--- src/pcr_pkg.sv ---
// package: register map, fields, resets and encodings for the channel 2/3 configuration bank
// Notes on behaviour
// channel 2 source select is bits 6-5 of its input register: 0 off, 2 pdm microphone, 1 and 3 reserved.
// channel 2 in pdm mode takes its bitstream from pdm data line 1 against the shared pdm clock.
// channel 3 source select uses the same 2-bit code in bits 6-5.
// channel 3 in pdm mode takes its bitstream from pdm data line 2 against the shared pdm clock.
// volume code 0 mutes, codes 1 to 255 step 0.5 dB from -100 dB through 0 dB at 201 to 27 dB.
// the channel 2 volume register resets to c9h, unity gain.
// gain trim in bits 7-4 applies (code minus 8) times 0.1 dB.
// the gain trim register resets to 80h and its low four bits read zero and ignore writes.
// the phase trim delays the channel by that many modulator clock cycles, 0 to 255.
// the channel 2 phase trim register resets to zero.
// the channel 2 input register resets to zero; bit 7 and bits 4-0 hold zero.
// the channel 3 input register sits at 46h and resets to zero.
// the channel 3 volume register sits at 48h and resets to c9h.
// a reserved source code leaves the channel disabled.
package pcr_pkg;
   localparam logic [7:0] ADDR_CH2_INPUT = 8'h41;
   localparam logic [7:0] ADDR_CH2_VOL   = 8'h43;
   localparam logic [7:0] ADDR_CH2_GAIN  = 8'h44;
   localparam logic [7:0] ADDR_CH2_PHASE = 8'h45;
   localparam logic [7:0] ADDR_CH3_INPUT = 8'h46;
   localparam logic [7:0] ADDR_CH3_VOL   = 8'h48;

   localparam logic [7:0] RST_INPUT = 8'h00;
   localparam logic [7:0] RST_VOL   = 8'hc9;
   localparam logic [7:0] RST_GAIN  = 8'h80;
   localparam logic [7:0] RST_PHASE = 8'h00;
   localparam logic [7:0] READ_ZERO = 8'h00;

   localparam int SRC_LSB  = 5;
   localparam int SRC_MSB  = 6;
   localparam int GAIN_LSB = 4;
   localparam int GAIN_MSB = 7;

   localparam logic [7:0] MASK_INPUT = 8'h60;
   localparam logic [7:0] MASK_GAIN  = 8'hf0;

   localparam logic [7:0] VOL_MUTE = 8'h00;
   localparam logic [7:0] VOL_UNITY = 8'hc9;
   localparam logic [3:0] GAIN_UNITY = 4'h8;

   typedef enum logic [1:0] {
      PCR_SRC_OFF  = 2'h0,
      PCR_SRC_RES1 = 2'h1,
      PCR_SRC_PDM  = 2'h2,
      PCR_SRC_RES3 = 2'h3
   } pcr_src_e;
endpackage

--- src/pcr_channel_config_regs.sv ---
// register bank for channels 2 and 3 with decoded per-channel controls
//
// The plain strobed port was chosen for this implementation.
`timescale 1ns/1ps
module pcr_channel_config_regs (
   input  wire logic       core_clk,
   input  wire logic       nrst,
   input  wire logic [7:0] regAddr,
   input  wire logic [7:0] regWdata,
   input  wire logic       regWrite,
   input  wire logic       regRead,
   output logic      [7:0] regRdata,
   output logic            chan2Enable,
   output logic            chan2UsesDataLine1,
   output logic            chan2Mute,
   output logic      [7:0] chan2VolumeCode,
   output logic      [3:0] chan2GainTrimCode,
   output logic      [7:0] chan2PhaseDelayCode,
   output logic            chan3Enable,
   output logic            chan3UsesDataLine2,
   output logic            chan3Mute,
   output logic      [7:0] chan3VolumeCode,
   output logic            pdmClockNeeded
);

   typedef struct packed {
      logic [7:0] ch2Input;
      logic [7:0] ch2Vol;
      logic [7:0] ch2Gain;
      logic [7:0] ch2Phase;
      logic [7:0] ch3Input;
      logic [7:0] ch3Vol;
      logic [7:0] rdata;
      logic       en2;
      logic       en3;
      logic       mute2;
      logic       mute3;
   } pcr_state_s;

   pcr_state_s state_q;
   pcr_state_s state_d;

   // only the pdm code enables; reserved codes fall back to off
   function automatic logic srcIsPdm(input logic [7:0] cfg);
      return cfg[pcr_pkg::SRC_MSB:pcr_pkg::SRC_LSB] == pcr_pkg::PCR_SRC_PDM;
   endfunction

   ////////////////////////////////////////////////////////////////////////
   always_comb begin
      state_d = state_q;
      state_d.rdata = pcr_pkg::READ_ZERO;
      if (regWrite) begin
         if (regAddr == pcr_pkg::ADDR_CH2_INPUT) begin
            state_d.ch2Input = regWdata & pcr_pkg::MASK_INPUT;
         end else if (regAddr == pcr_pkg::ADDR_CH2_VOL) begin
            state_d.ch2Vol = regWdata;
         end else if (regAddr == pcr_pkg::ADDR_CH2_GAIN) begin
            state_d.ch2Gain = regWdata & pcr_pkg::MASK_GAIN;
         end else if (regAddr == pcr_pkg::ADDR_CH2_PHASE) begin
            state_d.ch2Phase = regWdata;
         end else if (regAddr == pcr_pkg::ADDR_CH3_INPUT) begin
            state_d.ch3Input = regWdata & pcr_pkg::MASK_INPUT;
         end else if (regAddr == pcr_pkg::ADDR_CH3_VOL) begin
            state_d.ch3Vol = regWdata;
         end
      end
      // read data reflects the state before a same-cycle write
      if (regRead) begin
         if (regAddr == pcr_pkg::ADDR_CH2_INPUT) begin
            state_d.rdata = state_q.ch2Input;
         end else if (regAddr == pcr_pkg::ADDR_CH2_VOL) begin
            state_d.rdata = state_q.ch2Vol;
         end else if (regAddr == pcr_pkg::ADDR_CH2_GAIN) begin
            state_d.rdata = state_q.ch2Gain;
         end else if (regAddr == pcr_pkg::ADDR_CH2_PHASE) begin
            state_d.rdata = state_q.ch2Phase;
         end else if (regAddr == pcr_pkg::ADDR_CH3_INPUT) begin
            state_d.rdata = state_q.ch3Input;
         end else if (regAddr == pcr_pkg::ADDR_CH3_VOL) begin
            state_d.rdata = state_q.ch3Vol;
         end else begin
            state_d.rdata = pcr_pkg::READ_ZERO;
         end
      end
      // decoded controls track the registers one cycle behind
      state_d.en2 = srcIsPdm(state_q.ch2Input);
      state_d.en3 = srcIsPdm(state_q.ch3Input);
      state_d.mute2 = state_q.ch2Vol == pcr_pkg::VOL_MUTE;
      state_d.mute3 = state_q.ch3Vol == pcr_pkg::VOL_MUTE;
   end

   ////////////////////////////////////////////////////////////////////////
   always_ff @(posedge core_clk or negedge nrst) begin
      if (!nrst) begin
         state_q.ch2Input <= pcr_pkg::RST_INPUT;
         state_q.ch2Vol   <= pcr_pkg::RST_VOL;
         state_q.ch2Gain  <= pcr_pkg::RST_GAIN;
         state_q.ch2Phase <= pcr_pkg::RST_PHASE;
         state_q.ch3Input <= pcr_pkg::RST_INPUT;
         state_q.ch3Vol   <= pcr_pkg::RST_VOL;
         state_q.rdata    <= pcr_pkg::READ_ZERO;
         state_q.en2      <= 1'b0;
         state_q.en3      <= 1'b0;
         state_q.mute2    <= 1'b0;
         state_q.mute3    <= 1'b0;
      end else begin
         state_q <= state_d;
      end
   end

   ////////////////////////////////////////////////////////////////////////
   always_comb begin
      regRdata            = state_q.rdata;
      chan2Enable         = state_q.en2;
      chan2UsesDataLine1  = state_q.en2;
      chan2Mute           = state_q.mute2;
      chan2VolumeCode     = state_q.ch2Vol;
      chan2GainTrimCode   = state_q.ch2Gain[pcr_pkg::GAIN_MSB:pcr_pkg::GAIN_LSB];
      chan2PhaseDelayCode = state_q.ch2Phase;
      chan3Enable         = state_q.en3;
      chan3UsesDataLine2  = state_q.en3;
      chan3Mute           = state_q.mute3;
      chan3VolumeCode     = state_q.ch3Vol;
      // shared clock runs while either channel listens
      pdmClockNeeded      = state_q.en2 | state_q.en3;
   end

endmodule

--- config.mk ---
export PLATFORM = sky130hd
export DESIGN_NAME = pcr_channel_config_regs
export DESIGN_NICKNAME = d
export VERILOG_FILES = /design/src/pcr_pkg.sv /design/src/pcr_channel_config_regs.sv
export SDC_FILE = /design/constraint.sdc
export NUM_CORES = 1
export LEC_CHECK = 0
export BUFFER_PORTS_ARGS = -buffer_cell sky130_fd_sc_hd__buf_2
export CAP_MARGIN = 0
export CORE_MARGIN = 5
export CORE_UTILIZATION = 45
export DETAILED_ROUTE_END_ITERATION = 10
export GPL_TIMING_DRIVEN = 0
export PLACE_DENSITY = 0.7
export SYNTH_ARGS = -nofsm -noshare
export SYNTH_HDL_FRONTEND = slang
export SYNTH_SLANG_ARGS = --single-unit
--- constraint.sdc ---
create_clock -name core_clk -period 2 [get_ports core_clk]
set_clock_uncertainty 0.2 [all_clocks]
set_input_delay 0.4 -clock core_clk [delete_from_list [all_inputs] [get_ports core_clk]]
set_output_delay 0.4 -clock core_clk [all_outputs]
set_load 0.02 [all_outputs]
==> results.json <==
{
  "path_clk_slew_ps": 90,
  "power_density_nw_per_um2": 678,
  "track_usage": 0.177,
  "timing.final.ws_setup_ps": 5.23,
  "p_leak_uw": 0.00155,
  "synth_ff_type": "dfrtp_1",
  "final_cell_count_no_fill": 344,
  "setup_viol": 0,
  "grt_max_degree": 45,
  "multi_input_area_sq_um": 927,
  "dieWidth_um": 82.4,
  "netlist_instances": 204,
  "status": "finished clean",
  "maxCapViolCount": 0,
  "nFillCells": 466,
  "syn_avg_cell_area_sq_um": 11.6,
  "tritoncts": "yes",
  "critical_path_arrival_ps": 1990,
  "first_pass_iters": 4,
  "peakVddDrop_mv": 0.426,
  "yosysUniqueCellTypes": 46,
  "tightestPinTransition_ps": 948,
  "total_power_uw": 1970,
  "stdcell_area_sq_um": 2910,
  "yosys.cell_count.top_type": "buf_4",
  "slew_viol_final": 0,
  "pre_cts_slack_ps": -469,
  "ant_nets": 0,
  "syn_nets": 224,
  "io_buffers": 61,
  "async_flop_share": 1.00,
  "clk_path_buf_depth": 2,
  "insertion_delay_ps": 300,
  "max_freq_mhz": 501,
  "maxSlewHeadroom": 0.368,
  "dieArea_sq_um": 6790,
  "numCtsBuffers": 5,
  "dpl-instance-area_sq_um": 2770,
  "dp.cells": 335,
  "synth_top_cell_by_area": "dfrtp_1",
  "critPathMaxFanout": 8,
  "syn_area_sq_um": 2360,
  "rows": 26,
  "critPathLaunchType": "primary input",
  "start_util": 0.462,
  "cts_sinks": 44,
  "finalHoldViolCount": 0,
  "grt_pass1_vias": 1689,
  "cp-end-kind": "register",
  "dp_hpwl_um": 4020,
  "core_area_sq_um": 5110,
  "synth_enable_flop_cells": 0,
  "h-tree-depth": 2,
  "avgViaCountPerCell": 5.08,
  "antenna_found_initial": 0,
  "cts-root-buf": "clkbuf_8",
  "synth_top_cells_by_count": "38 x buf_4, 35 x dfrtp_1, 24 x mux2_1",
  "yosysTopAreaCellShare": 0.371,
  "grt_pass1_wl_um": 8850,
  "ys_seq_area_frac": 0.471,
  "diodes": 0,
  "place_congestion": 0.921,
  "areaGrowthSynthToFinish_pct": 23.3,
  "rsz0062_at_grt": "no",
  "drive_gt1_frac": 0.500,
  "worstPathRequired_ps": 1990,
  "drt-total-wl_um": 5490,
  "utilization": 0.570,
  "seqCellArea_sq_um": 1110,
  "cp-startpoint": "regAddr[4]",
  "drcViolationCount": 0,
  "synthTopCellsByArea": "dfrtp_1 37%, buf_4 12%, mux2_1 11%",
  "vias": 1748,
  "grt-ovfl-total": 0,
  "wl_per_cell_um": 16.0,
  "worstReg2RegStart": "chan2GainTrimCode[2]",
  "ys_warn_count": 0,
  "fin_nets": 293,
  "post-route-period-util": 0.997,
  "min_period_ps": 1990,
  "hold_class": "primary input to async pin",
  "critical_path_class": "primary input to register",
  "drtIter0Drc": 118,
  "ys_ff_latch": 44,
  "pin_count": 63,
  "die_h_um": 82.4
}
==> worst max-delay path: stages <==
cell and delay [ps]:
buf_2 130, or4b_4 620, nor3_4 210, and2_4 200, buf_12 130, mux2_4 300
==> cells by family (layout without fill, tap and decap cells) <==
family	count (synthesis)	count (layout)	share of synthesized area
simple gates	52	52	0.140
mux	31	31	0.159
compound gates	28	28	0.0827
flops	44	44	0.471
buf+inv	49	119	0.147
==> cells in the final DEF, fill, tap and decap left out, types with 2 or more instances in the layout <==
| cell | synthesis | layout |
|---|---|---|
| clkbuf_1 | 3 | 3 |
| nand3_1 | 5 | 4 |
| dfrtp_1 | 35 | 35 |
| buf_2 | 3 | 63 |
| or4_1 | 4 | 4 |
| mux2_1 | 24 | 24 |
| inv_1 | 4 | 4 |
| a211oi_1 | 3 | 3 |
| buf_4 | 38 | 40 |
| dfstp_2 | 9 | 9 |
| nor2_1 | 7 | 6 |
| nand3b_1 | 4 | 4 |
| a22oi_1 | 4 | 4 |
| nand4_1 | 2 | 2 |
| a21oi_1 | 8 | 8 |
| nor3_4 | 1 | 2 |
| mux2_4 | 7 | 7 |
| clkbuf_8 | 0 | 6 |
| nor2b_1 | 6 | 6 |
| and3_1 | 2 | 2 |
| nand2_1 | 6 | 6 |
| nand2b_1 | 3 | 3 |
==> per-stage QoR <==
step | TNS (ps) | hold WS [ps]
finish | 0 | 34.4
global route | 0 | 119
CTS | 0 | 77.2
detailed placement | -12500 | 259
global placement | -11200 | 249
floorplan | -1180 | -95.6
==> what timing repair did <==
item	4_1_cts	5_1_grt
setup buffers	2	0
hold buffers	0	0
pin swaps	3	1
endpoints found under the setup margin	24	5
gates resized for setup	1	2
==> state kept, by name, indices dropped and copies added (netlist names) <==
signal and count:
state_q 4, chan3Enable 1, regRdata 8, chan2PhaseDelayCode 8, chan3Mute 1, chan2GainTrimCode 4, chan2Mute 1, chan2Enable 1
chan3VolumeCode 8, chan2VolumeCode 8
==> final timing paths <==
path                                          endpoint  slack, ps  cells after the start
min in group core_clk           chan2PhaseDelayCode[2]        140                      2
max in group asynchronous                  state_q[58]        960                      1
worst min register to register             chan2Enable        270                      1
worst max-delay path                chan2VolumeCode[4]          5                      6
worst min-delay path              chan2GainTrimCode[1]         30                      1
worst max register to register             regRdata[6]        150                      4
==> final cells by class <==
cell class	instances	area share
plain buffers	44	0.112
clock buffers	6	0.0284
clock inverters	2	0.0133
inverters	4	0.00516
multi-input cells	111	0.319
flip-flops and latches	44	0.382
well taps	70	0.0301
repair buffers	63	0.110
==> metal layers <==
layer,GRT usage,vias up,wire length (um)
met5,0,-,0
met4,0.0498,0,58
met3,0.0412,6,313
met2,0.280,60,2610
met1,0.241,852,2510
li1,-,830,-
==> power breakdown <==
group	switching (uW)	internal, uW
Clock	312	409
Sequential	34.3	938
Combinational	159	122
Power figures use the tool's default switching activity.
